`src/rtl/spi_irq_cs_params.svh`:
```
// Constants of the serial controller: offsets, field positions, timing counts
`ifndef SPI_IRQ_CS_PARAMS_SVH
`define SPI_IRQ_CS_PARAMS_SVH
`define OFS_CTRL     8'h00
`define OFS_STATUS   8'h04
`define OFS_TXD      8'h08
`define OFS_RXD      8'h0c
`define OFS_IRQ_SET  8'h10
`define OFS_IRQ_CLR  8'h14
`define OFS_IRQ_MASK 8'h18
`define CSR_BLOCK    4'h2
`define BIT_EN       0
`define BIT_DIS      1
`define BIT_LAST     24
`define PCS_LSB      16
`define STAT_EN_BIT  16
`define IRQ_W        10
`define CHAR_BASE    5'd8
`define WORD_BITS    5'd16
`define INTER_MUL    13'd32
`define CS_GAP       13'd6
`define CS_NONE      4'hf
`define IDLE_RST     1'b1
`endif

```
`src/rtl/spi_irq_cs_pkg.sv`:
```
// Types and helper functions of the serial controller
`include "spi_irq_cs_params.svh"
package spi_irq_cs_pkg;
    typedef struct packed {
        logic [7:0] inter_char_delay;
        logic [7:0] pre_clock_delay;
        logic [7:0] baud_divisor;
        logic [3:0] char_bits;
        logic       select_hold_after;
        logic       rsvd;
        logic       capture_edge_select;
        logic       clock_idle_level;
    } csr_t;

    typedef enum logic [4:0] {
        ST_IDLE  = 5'b00001,
        ST_DESEL = 5'b00010,
        ST_PRE   = 5'b00100,
        ST_SHIFT = 5'b01000,
        ST_GAP   = 5'b10000
    } seq_state_t;

    function automatic logic [4:0] char_len(input logic [3:0] code);
        return 5'(code) + `CHAR_BASE;
    endfunction

    // First half of a serial clock period (idle level), rounded up
    function automatic logic [7:0] half_a(input logic [7:0] div);
        return div - (div >> 1);
    endfunction

    // Second half (active level), never below one cycle
    function automatic logic [7:0] half_b(input logic [7:0] div);
        return (div < 8'h02) ? 8'h01 : (div >> 1);
    endfunction
endpackage

```
`src/rtl/spi_delay_timer.sv`:
```
// Down counter that times the select, pre-clock and inter-character delays
`timescale 1ns/10ps
`default_nettype none
module spi_delay_timer (
    // Clock and reset
    input  wire logic        clk,
    input  wire logic        arst_n,
    // Load and status
    input  wire logic        load,
    input  wire logic [12:0] value,
    output logic             expired
);
    logic [12:0] count_ff;

    always_ff @(posedge clk or negedge arst_n) begin
        if (!arst_n) begin
            count_ff <= '0;
        end else if (load) begin
            count_ff <= value;
        end else if (count_ff != '0) begin
            count_ff <= count_ff - 13'h0001;
        end
    end

    assign expired = (count_ff == '0);
endmodule
`default_nettype wire

```
`src/rtl/spi_char_shifter.sv`:
```
// Serializer for one character: clock generation, shift out and sample in
`timescale 1ns/10ps
`default_nettype none
`include "spi_irq_cs_params.svh"
module spi_char_shifter (
    // Clock and reset
    input  wire logic                 clk,
    input  wire logic                 arst_n,
    // Character request
    input  wire logic                 start,
    input  wire spi_irq_cs_pkg::csr_t cfg,
    input  wire logic [15:0]          tx_word,
    output logic                      busy,
    output logic                      done,
    output logic [15:0]               rx_word,
    // Serial lines
    input  wire logic                 miso,
    output logic                      sclk,
    output logic                      mosi
);
    spi_irq_cs_pkg::csr_t cfg_ff;
    logic        busy_ff;
    logic        level_ff;
    logic        done_ff;
    logic        sclk_ff;
    logic        mosi_ff;
    logic [7:0]  div_ff;
    logic [5:0]  edges_ff;
    logic [15:0] tx_ff;
    logic [15:0] rx_ff;

    wire logic [4:0]  n_bits   = spi_irq_cs_pkg::char_len(cfg.char_bits);
    wire logic [15:0] aligned  = tx_word << (`WORD_BITS - n_bits);
    wire logic        edge_now = busy_ff & (div_ff == 8'h01);
    wire logic        leading  = ~level_ff;
    wire logic        on_cap   = (leading == cfg_ff.capture_edge_select);

    always_ff @(posedge clk or negedge arst_n) begin
        if (!arst_n) begin
            cfg_ff   <= '0;
            busy_ff  <= 1'b0;
            level_ff <= 1'b0;
            done_ff  <= 1'b0;
            sclk_ff  <= 1'b0;
            mosi_ff  <= 1'b0;
            div_ff   <= '0;
            edges_ff <= '0;
            tx_ff    <= '0;
            rx_ff    <= '0;
        end else begin
            done_ff <= 1'b0;
            if (start) begin
                cfg_ff   <= cfg;
                busy_ff  <= 1'b1;
                level_ff <= 1'b0;
                sclk_ff  <= cfg.clock_idle_level;
                div_ff   <= spi_irq_cs_pkg::half_a(cfg.baud_divisor);
                edges_ff <= {n_bits, 1'b0};
                rx_ff    <= '0;
                // Capture on leading edge: first bit must already stand
                mosi_ff  <= cfg.capture_edge_select & aligned[15];
                tx_ff    <= cfg.capture_edge_select ? (aligned << 1) : aligned;
            end else if (edge_now) begin
                level_ff <= ~level_ff;
                sclk_ff  <= ~sclk_ff;
                div_ff   <= leading ? spi_irq_cs_pkg::half_b(cfg_ff.baud_divisor)
                                    : spi_irq_cs_pkg::half_a(cfg_ff.baud_divisor);
                edges_ff <= edges_ff - 6'h01;
                if (edges_ff == 6'h01) begin
                    busy_ff <= 1'b0;
                    done_ff <= 1'b1;
                end
                if (on_cap) begin
                    rx_ff <= {rx_ff[14:0], miso};
                end else begin
                    mosi_ff <= tx_ff[15];
                    tx_ff   <= tx_ff << 1;
                end
            end else if (busy_ff) begin
                div_ff <= div_ff - 8'h01;
            end
        end
    end

    assign busy    = busy_ff;
    assign done    = done_ff;
    assign rx_word = rx_ff;
    assign sclk    = sclk_ff;
    assign mosi    = mosi_ff;
endmodule
`default_nettype wire

```
`src/rtl/spi_irq_cs_timing.sv`:
```
// Serial controller: register slave, interrupt mask, per-select timing sequencer
//
// Implementation choices: the register addresses and the AHB-Lite register port.
`timescale 1ns/10ps
`default_nettype none
`include "spi_irq_cs_params.svh"
module spi_irq_cs_timing (
    // Clock and reset
    input  wire logic        clk,
    input  wire logic        arst_n,
    // AHB-Lite slave
    input  wire logic        hsel,
    input  wire logic [31:0] haddr,
    input  wire logic [1:0]  htrans,
    input  wire logic        hwrite,
    input  wire logic [2:0]  hsize,
    input  wire logic [31:0] hwdata,
    input  wire logic        hready,
    output logic             hreadyout,
    output logic             hresp,
    output logic [31:0]      hrdata,
    // Serial lines
    output logic             serial_clock_pin,
    output logic             mosi_pin,
    input  wire logic        miso_pin,
    output logic [3:0]       chip_select_pins_n,
    // Interrupt
    output logic             irq
);
    // ************************************************************
    // Bus decode
    // ************************************************************
    logic       dp_wr_ff;
    logic [7:0] dp_addr_ff;

    wire logic       addr_ok  = hsel & htrans[1] & hready;
    wire logic       rd_go    = addr_ok & ~hwrite;
    wire logic [7:0] rd_addr  = haddr[7:0];
    wire logic       wr_ctrl  = dp_wr_ff & (dp_addr_ff == `OFS_CTRL);
    wire logic       wr_txd   = dp_wr_ff & (dp_addr_ff == `OFS_TXD);
    wire logic       wr_set   = dp_wr_ff & (dp_addr_ff == `OFS_IRQ_SET);
    wire logic       wr_clr   = dp_wr_ff & (dp_addr_ff == `OFS_IRQ_CLR);
    wire logic       wr_csr   = dp_wr_ff & (dp_addr_ff[7:4] == `CSR_BLOCK);
    wire logic [1:0] csr_widx = dp_addr_ff[3:2];
    wire logic       rd_rxd   = rd_go & (rd_addr == `OFS_RXD);
    wire logic       rd_stat  = rd_go & (rd_addr == `OFS_STATUS);
    wire logic       cmd_en   = wr_ctrl & hwdata[`BIT_EN];
    wire logic       cmd_dis  = wr_ctrl & hwdata[`BIT_DIS];

    // ************************************************************
    // Registers and state
    // ************************************************************
    spi_irq_cs_pkg::csr_t       csr_ff [4];
    spi_irq_cs_pkg::seq_state_t state_ff;
    spi_irq_cs_pkg::seq_state_t nxt_state;
    logic              en_ff;
    logic              tx_empty_ff;
    logic              rx_full_ff;
    logic              ovr_ff;
    logic              idle_ff;
    logic              irq_ff;
    logic [`IRQ_W-1:0] mask_ff;
    logic [15:0]       rx_data_ff;
    logic [15:0]       hold_word_ff;
    logic [1:0]        hold_idx_ff;
    logic              hold_last_ff;
    logic              char_last_ff;
    logic [1:0]        cur_idx_ff;
    logic              cs_act_ff;
    logic [31:0]       hrdata_ff;
    logic              shift_go;
    logic              cs_on;
    logic              cs_off;
    logic              dly_load;
    logic [12:0]       dly_val;
    logic              dly_expired;
    logic              sh_busy;
    logic              sh_done;
    logic              sh_sclk;
    logic [15:0]       sh_rx;

    wire spi_irq_cs_pkg::csr_t cur_cfg  = csr_ff[cur_idx_ff];
    wire spi_irq_cs_pkg::csr_t hold_cfg = csr_ff[hold_idx_ff];
    wire logic hold_valid = en_ff & ~tx_empty_ff;
    wire logic same_cs    = cs_act_ff & (cur_idx_ff == hold_idx_ff);
    // Zero pre-clock field means half a serial clock period
    wire logic [12:0] pre_val = (hold_cfg.pre_clock_delay == 8'h00)
        ? 13'(spi_irq_cs_pkg::half_a(hold_cfg.baud_divisor))
        : 13'(hold_cfg.pre_clock_delay);
    wire logic [12:0] gap_val = 13'(cur_cfg.inter_char_delay) * `INTER_MUL;
    // Idle only when no further character waits in the holding register
    wire logic idle_set = (state_ff == spi_irq_cs_pkg::ST_GAP) & dly_expired & ~shift_go
                          & ~hold_valid;
    // Source layout: 9 shifter idle, 8 select rise, 7..4 DMA, 3 overrun, 2 fault
    wire logic [`IRQ_W-1:0] flags = {idle_ff, 1'b0, 4'h0, ovr_ff, 1'b0,
                                     tx_empty_ff, rx_full_ff};
    wire logic [31:0] stat_word = 32'(flags) | (32'(en_ff) << `STAT_EN_BIT);
    wire logic [31:0] rd_mux =
        (rd_addr == `OFS_STATUS)     ? stat_word :
        (rd_addr == `OFS_RXD)        ? 32'(rx_data_ff) :
        (rd_addr == `OFS_IRQ_MASK)   ? 32'(mask_ff) :
        (rd_addr[7:4] == `CSR_BLOCK) ? csr_ff[rd_addr[3:2]] : 32'h0000_0000;

    always_ff @(posedge clk or negedge arst_n) begin
        if (!arst_n) begin
            dp_wr_ff   <= 1'b0;
            dp_addr_ff <= '0;
            hrdata_ff  <= '0;
        end else begin
            dp_wr_ff   <= addr_ok & hwrite;
            dp_addr_ff <= haddr[7:0];
            hrdata_ff  <= rd_go ? rd_mux : 32'h0000_0000;
        end
    end

    always_ff @(posedge clk or negedge arst_n) begin
        if (!arst_n) begin
            mask_ff <= '0;
        end else if (wr_set | wr_clr) begin
            mask_ff <= (mask_ff | ({`IRQ_W{wr_set}} & hwdata[`IRQ_W-1:0]))
                     & ~({`IRQ_W{wr_clr}} & hwdata[`IRQ_W-1:0]);
        end
    end

    always_ff @(posedge clk or negedge arst_n) begin
        if (!arst_n) begin
            for (int i = 0; i < 4; i++) begin
                csr_ff[i] <= '0;
            end
        end else if (wr_csr) begin
            csr_ff[csr_widx] <= hwdata;
        end
    end

    // ************************************************************
    // Enable and flags
    // ************************************************************
    always_ff @(posedge clk or negedge arst_n) begin
        if (!arst_n) begin
            en_ff        <= 1'b0;
            tx_empty_ff  <= 1'b0;
            rx_full_ff   <= 1'b0;
            ovr_ff       <= 1'b0;
            idle_ff      <= `IDLE_RST;
            hold_word_ff <= '0;
            hold_idx_ff  <= '0;
            hold_last_ff <= 1'b0;
            rx_data_ff   <= '0;
            irq_ff       <= 1'b0;
        end else begin
            en_ff   <= cmd_dis ? 1'b0 : (cmd_en | en_ff);
            irq_ff  <= |(flags & mask_ff);
            if (cmd_dis) begin
                tx_empty_ff <= 1'b0;
            end else if (shift_go | cmd_en) begin
                tx_empty_ff <= 1'b1;
            end else if (wr_txd & en_ff) begin
                tx_empty_ff <= 1'b0;
            end
            if (wr_txd & en_ff) begin
                hold_word_ff <= hwdata[15:0];
                hold_idx_ff  <= hwdata[`PCS_LSB +: 2];
                hold_last_ff <= hwdata[`BIT_LAST];
            end
            if (idle_set) begin
                idle_ff <= 1'b1;
            end else if (wr_txd & en_ff) begin
                idle_ff <= 1'b0;
            end
            if (sh_done) begin
                rx_data_ff <= sh_rx;
                rx_full_ff <= 1'b1;
            end else if (rd_rxd) begin
                rx_full_ff <= 1'b0;
            end
            if (sh_done & rx_full_ff & ~rd_rxd) begin
                ovr_ff <= 1'b1;
            end else if (rd_stat) begin
                ovr_ff <= 1'b0;
            end
        end
    end

    // ************************************************************
    // Character sequencer
    // ************************************************************
    always_comb begin
        nxt_state = state_ff;
        shift_go  = 1'b0;
        cs_on     = 1'b0;
        cs_off    = 1'b0;
        dly_load  = 1'b0;
        dly_val   = '0;
        unique case (state_ff)
            spi_irq_cs_pkg::ST_IDLE: if (hold_valid) begin
                if (same_cs) begin
                    shift_go  = 1'b1;
                    nxt_state = spi_irq_cs_pkg::ST_SHIFT;
                end else if (cs_act_ff) begin
                    cs_off    = 1'b1;
                    dly_load  = 1'b1;
                    dly_val   = `CS_GAP;
                    nxt_state = spi_irq_cs_pkg::ST_DESEL;
                end else begin
                    cs_on     = 1'b1;
                    dly_load  = 1'b1;
                    dly_val   = pre_val;
                    nxt_state = spi_irq_cs_pkg::ST_PRE;
                end
            end
            spi_irq_cs_pkg::ST_DESEL: if (dly_expired) begin
                cs_on     = hold_valid;
                dly_load  = hold_valid;
                dly_val   = pre_val;
                nxt_state = hold_valid ? spi_irq_cs_pkg::ST_PRE : spi_irq_cs_pkg::ST_IDLE;
            end
            spi_irq_cs_pkg::ST_PRE: if (dly_expired) begin
                shift_go  = hold_valid;
                nxt_state = hold_valid ? spi_irq_cs_pkg::ST_SHIFT : spi_irq_cs_pkg::ST_IDLE;
            end
            spi_irq_cs_pkg::ST_SHIFT: if (sh_done) begin
                dly_load  = 1'b1;
                dly_val   = gap_val;
                nxt_state = spi_irq_cs_pkg::ST_GAP;
            end
            spi_irq_cs_pkg::ST_GAP: if (dly_expired) begin
                if (hold_valid & same_cs & ~char_last_ff) begin
                    shift_go  = 1'b1;
                    nxt_state = spi_irq_cs_pkg::ST_SHIFT;
                end else begin
                    cs_off    = char_last_ff | ~cur_cfg.select_hold_after;
                    nxt_state = spi_irq_cs_pkg::ST_IDLE;
                end
            end
            default: nxt_state = spi_irq_cs_pkg::ST_IDLE;
        endcase
    end

    always_ff @(posedge clk or negedge arst_n) begin
        if (!arst_n) begin
            state_ff     <= spi_irq_cs_pkg::ST_IDLE;
            cs_act_ff    <= 1'b0;
            cur_idx_ff   <= '0;
            char_last_ff <= 1'b0;
        end else begin
            state_ff  <= nxt_state;
            cs_act_ff <= cs_on | (cs_act_ff & ~cs_off);
            if (cs_on) begin
                cur_idx_ff <= hold_idx_ff;
            end
            if (shift_go) begin
                char_last_ff <= hold_last_ff;
            end
        end
    end

    spi_delay_timer u_delay (
        .clk     (clk),
        .arst_n  (arst_n),
        .load    (dly_load),
        .value   (dly_val),
        .expired (dly_expired)
    );

    spi_char_shifter u_shift (
        .clk     (clk),
        .arst_n  (arst_n),
        .start   (shift_go),
        .cfg     (cur_cfg),
        .tx_word (hold_word_ff),
        .busy    (sh_busy),
        .done    (sh_done),
        .rx_word (sh_rx),
        .miso    (miso_pin),
        .sclk    (sh_sclk),
        .mosi    (mosi_pin)
    );

    // ************************************************************
    // Outputs
    // ************************************************************
    assign serial_clock_pin   = sh_busy ? sh_sclk : cur_cfg.clock_idle_level;
    assign chip_select_pins_n = cs_act_ff ? ~(4'h1 << cur_idx_ff) : `CS_NONE;
    assign hreadyout          = 1'b1;
    assign hresp              = 1'b0;
    assign hrdata             = hrdata_ff;
    assign irq                = irq_ff;

    // ************************************************************
    // Assertions
    // ************************************************************
    logic [12:0] wait_cnt_ff;
    always_ff @(posedge clk or negedge arst_n) begin
        if (!arst_n) begin
            wait_cnt_ff <= '0;
        end else begin
            wait_cnt_ff <= (state_ff == nxt_state) ? wait_cnt_ff + 13'h0001 : '0;
        end
    end

    a_irq_set_bits: assert property (@(posedge clk) disable iff (!arst_n)
        wr_set & ~wr_clr |=> ((mask_ff & $past(hwdata[9:0])) == $past(hwdata[9:0])))
        else $error("enable-set write did not enable its sources");
    a_irq_set_keep: assert property (@(posedge clk) disable iff (!arst_n)
        wr_set & ~wr_clr |=> ((mask_ff & $past(mask_ff)) == $past(mask_ff)))
        else $error("enable-set write dropped an enabled source");
    a_irq_clr_bits: assert property (@(posedge clk) disable iff (!arst_n)
        wr_clr |=> ((mask_ff & $past(hwdata[9:0])) == 10'h000))
        else $error("enable-clear write left a source enabled");
    a_mask_readback: assert property (@(posedge clk) disable iff (!arst_n)
        rd_go & (rd_addr == `OFS_IRQ_MASK) & ~dp_wr_ff |=> hrdata == 32'($past(mask_ff)))
        else $error("mask view differs from enable state");
    a_en_status_bit: assert property (@(posedge clk) disable iff (!arst_n)
        rd_stat & ~dp_wr_ff |=> hrdata[`STAT_EN_BIT] == $past(en_ff))
        else $error("enable status bit wrong");
    a_clk_idle_lvl: assert property (@(posedge clk) disable iff (!arst_n)
        (state_ff == spi_irq_cs_pkg::ST_PRE) |-> serial_clock_pin == cur_cfg.clock_idle_level)
        else $error("serial clock not at idle level before first edge");
    a_pre_delay_len: assert property (@(posedge clk) disable iff (!arst_n)
        (state_ff == spi_irq_cs_pkg::ST_PRE) & dly_expired & ~$past(wr_csr)
        |-> wait_cnt_ff == 13'(pre_val))
        else $error("pre-clock delay length wrong");
    a_gap_delay_len: assert property (@(posedge clk) disable iff (!arst_n)
        (state_ff == spi_irq_cs_pkg::ST_GAP) & dly_expired & ~$past(wr_csr)
        |-> wait_cnt_ff == gap_val)
        else $error("inter-character delay length wrong");
    a_cs_release: assert property (@(posedge clk) disable iff (!arst_n)
        (state_ff == spi_irq_cs_pkg::ST_GAP) & dly_expired & ~shift_go
        & ~cur_cfg.select_hold_after |=> chip_select_pins_n == `CS_NONE)
        else $error("select not released after last character");
    a_idle_clear: assert property (@(posedge clk) disable iff (!arst_n)
        wr_txd & en_ff & ~idle_set |=> ~idle_ff ##1 ~idle_ff)
        else $error("shifter idle flag not cleared by data write");
    a_txe_disabled: assert property (@(posedge clk) disable iff (!arst_n)
        ~en_ff |-> ~tx_empty_ff)
        else $error("transmit empty set while disabled");
    a_irq_follow: assert property (@(posedge clk) disable iff (!arst_n)
        |(flags & mask_ff) |=> irq)
        else $error("interrupt not raised for enabled flag");

    c_char_done: cover property (@(posedge clk) disable iff (!arst_n) sh_done);
    c_back2back: cover property (@(posedge clk) disable iff (!arst_n)
        (state_ff == spi_irq_cs_pkg::ST_GAP) & shift_go);
    c_cs_switch: cover property (@(posedge clk) disable iff (!arst_n)
        state_ff == spi_irq_cs_pkg::ST_DESEL);
endmodule
`default_nettype wire

```
`config.mk`:
```
export PLATFORM = sky130hd
export DESIGN_NAME = spi_irq_cs_timing
export DESIGN_NICKNAME = d
export VERILOG_FILES = /design/src/rtl/spi_irq_cs_pkg.sv /design/src/rtl/spi_delay_timer.sv /design/src/rtl/spi_char_shifter.sv /design/src/rtl/spi_irq_cs_timing.sv
export VERILOG_INCLUDE_DIRS = /design/src /design/src/rtl
export SDC_FILE = /design/constraint.sdc
export NUM_CORES = 1
export LEC_CHECK = 0
export ABC_CLOCK_PERIOD_IN_PS = 8450
export BUFFER_PORTS_ARGS = -buffer_cell sky130_fd_sc_hd__clkbuf_2
export CAP_MARGIN = 20
export CORE_ASPECT_RATIO = 1.1
export CORE_MARGIN = 2
export CORE_UTILIZATION = 45
export CTS_BUF_LIST = sky130_fd_sc_hd__clkbuf_8
export CTS_CLUSTER_DIAMETER = 200
export DETAILED_ROUTE_END_ITERATION = 6
export PLACE_DENSITY = 0.74
export SYNTH_ARGS = -nofsm -noshare
export SYNTH_HDL_FRONTEND = slang
export SYNTH_HIERARCHICAL = 1
export SYNTH_SLANG_ARGS = --single-unit
```
`constraint.sdc`:
```
create_clock -name clk -period 8.45 [get_ports clk]
set_input_delay 0.845 -clock clk [delete_from_list [all_inputs] [get_ports clk]]
set_output_delay 0.845 -clock clk [all_outputs]
set_load 0.01 [all_outputs]
```
==> results.sh <==
export IMPL_status="finished, final reports clean"
export IMPL_r2r_start="u_delay/count_ff[8]"
export IMPL_path_class="flip-flop to flip-flop"
export IMPL_hp_class="primary input to async pin"
export IMPL_regToRegSetupSlack_ps=4110
export IMPL_p_int_w=0.002513
export IMPL_r2r_end="u_shift/tx_ff[13]"
export IMPL_yosys_warnings=6
export IMPL_num_vias=11470
export IMPL_dp_hpwl_mm=25.99
export IMPL_switching_share_pct=23.48
export IMPL_cts_resized=0
export IMPL_worst_slack_ps=4108
export IMPL_path_max_fanout=35
export IMPL_fin_nets=1549
export IMPL_syn_instance_count=1359
export IMPL_clkPwrFrac_pct=47.4
export IMPL_grt_pass1_vias=11780
export IMPL_clock_skew_ps=24.13
export IMPL_worstSetupEndpointType="flip-flop"
export IMPL_grt_pass1_wl_mm=62.92
export IMPL_rows=73
export IMPL_routedWlPerCell_um=19.68
export IMPL_period_minus_slack_ps=4342
export IMPL_core_area_mm2=0.03590
export IMPL_final_util_pct=51.15
export IMPL_comb_power_share_pct=7.0
export IMPL_firstDrtPassIters=5
export IMPL_max_freq_mhz=230.3
export IMPL_grt_max_degree=176
export IMPL_clock_sinks=302
export IMPL_drv_slew=0
export IMPL_place_congestion=0.8823
export IMPL_crit_required_ps=8970
export IMPL_drc=0
export IMPL_clk_pin_slew_ps=70
export IMPL_io_pins=116
export IMPL_clock_latency_ps=590
export IMPL_via_per_inst=5.829
export IMPL_setup_viol=0
export IMPL_drive_gt1_share_pct=31.82
export IMPL_hold_buffers=0
export IMPL_powerDensity_mw_per_mm2=178.9
export IMPL_startpoint="u_delay/count_ff[8]"
export IMPL_fin_crit_sh_pct=51.39
export IMPL_ant_nets=0
export IMPL_max_cap_viol_count=0
export IMPL_worst_ir_drop_vdd_v=0.0001490
export IMPL_p_sw_w=0.0007712
export IMPL_cp_arrival_ps=4860
export IMPL_port_buffers=85
export IMPL_rr_worst_depth=14
export IMPL_slew_headroom_pct=26.16
export IMPL_track_usage_pct=21.04
export IMPL_start_util_pct=45.33
export IMPL_place_ws_ps=4150
export IMPL_routed_wl_mm=38.70
export IMPL_syn_area_mm2=0.01627
export IMPL_crit_path_end="u_shift/tx_ff[13]"
export IMPL_synth_nets=1471
export IMPL_worst_pin_slew_ps=1108
export IMPL_cts_setup_buffers=0
export IMPL_die_h_um=203.4
export IMPL_seq_power_share_pct=45.7
export IMPL_p_leak_nw=8.233
export IMPL_drt_iter0_markers=916
export IMPL_setup_tns_ps=0
export IMPL_antenna_found_initial=0
export IMPL_overflow=0
export IMPL_cts_path_max_buffers=3
export IMPL_synth_avg_cell_area_um2=11.97
export IMPL_die_area_mm2=0.03770
export IMPL_die_x_um=185.3
export IMPL_htreeDepth=2
export IMPL_p_total_w=0.003284
export IMPL_root_buffer="clkbuf_8"
export IMPL_rsz0062_at_grt="no"
export IMPL_start_kind="flip-flop"
export IMPL_syn2layout_area_growth_pct=12.85
export IMPL_cts_tree="built"
export IMPL_cts_buffers=52
export IMPL_diodes=0
export IMPL_hold_viol_final=0
[worst max-delay path, stage by stage (launching register included)]
cell	delay [ps]
dfrtp_1	430
nor4_1	440
nand4b_1	330
inv_2	230
nand4_1	170
o21ai_0	190
a22o_1	170
nand2_1	120
inv_1	600
buf_4	440
inv_1	400
nor2_1	330
a32oi_1	160
o21ai_0	100
o22a_1	150
[stage by stage]
| step | hold slack, ps | cells | area, um2 |
|---|---|---|---|
| 3_5_place_dp | 489.6 | 1869 | 17090 |
| 3_3_place_gp | 475.8 | 1868 | 17080 |
| 5_1_grt | 370.4 | 1967 | 18360 |
| 4_1_cts | 362.1 | 1966 | 18350 |
| 6_report | 373.7 | 1967 | 18360 |
| 2_1_floorplan | 450.2 | 1359 | 16270 |
[flip-flops by register name, indices dropped and copies added (netlist names), 2 cells and up]
signal,cells
u_shift/rx_word,16
dp_addr_ff,8
u_shift/cfg_ff,9
cur_idx_ff,2
hold_idx_ff,2
hrdata,32
u_shift/tx_ff,16
u_shift/div_ff,8
rx_data_ff,16
u_delay/count_ff,13
csr_ff,128
mask_ff,10
u_shift/edges_ff,6
hold_word_ff,16
state_ff,5
[worst min path at each step]
stage | cells after the start | slack [ps] | endpoint
finish | 1 | 370 | csr_ff[109]
global route | 1 | 370 | dp_addr_ff[0]
floorplan | 2 | 450 | u_shift/tx_ff[1]
detailed placement | 1 | 490 | u_shift/cfg_ff[1]
global placement | 2 | 480 | u_shift/tx_ff[1]
CTS | 1 | 360 | dp_addr_ff[0]
[layout by cell type (no fill, tap or decap), types with 6 or more instances in the layout]
cell type and count:
dfrtp_1 299, mux2_2 178, nand2_1 93, clkbuf_2 84
nor2_1 76, mux4_2 72, clkbuf_8 71, inv_1 60
o21ai_0 59, a21oi_1 59, ha_1 34, mux2i_1 32
xnor2_1 31, a22oi_1 23, and3_1 20, nand3_1 19
a22o_1 18, buf_4 18, nor3_1 13, nor2b_1 10
a21o_1 10, nand2b_1 10, xor2_1 10, and2_1 9
nor4_1 9, o211ai_1 9, o21ai_1 9, o21a_1 7
or3_1 6, nor3b_1 6, a32oi_1 6, a222oi_1 6
a31oi_1 6, bufinv_16 6, clkinv_2 6
[cell type report]
type,instances,area [um2]
Timing Repair Buffer,104,590.6
Multi-Input combinational cell,926,8145
Fill cell,3030,17530
Inverter,51,191.4
Tap cell,487,609.3
Sequential cell,302,7561
Clock inverter,26,286.5
Clock buffer,71,977.2
[power groups by stage]
stage / registers (W) / clock network, W / logic (W)
after floorplan: 0.00152 / 0 / 0.000143
after global placement: 0.00152 / 0 / 0.000223
after detailed placement: 0.00152 / 0 / 0.000230
after CTS: 0.00150 / 0.00159 / 0.000231
after global routing: 0.00150 / 0.00165 / 0.000251
final: 0.00150 / 0.00156 / 0.000229
[per-layer routing]
metal  up-vias  GRT usage (%)  part of all wire, %
met3        66          3.518                  5.5
met4         0          5.385                  2.0
met2       353          35.17                   49
met1      5856          28.58                   43
li1       5190              -                    -
met5         -              0                    0
(Power assumes the default switching activity.)
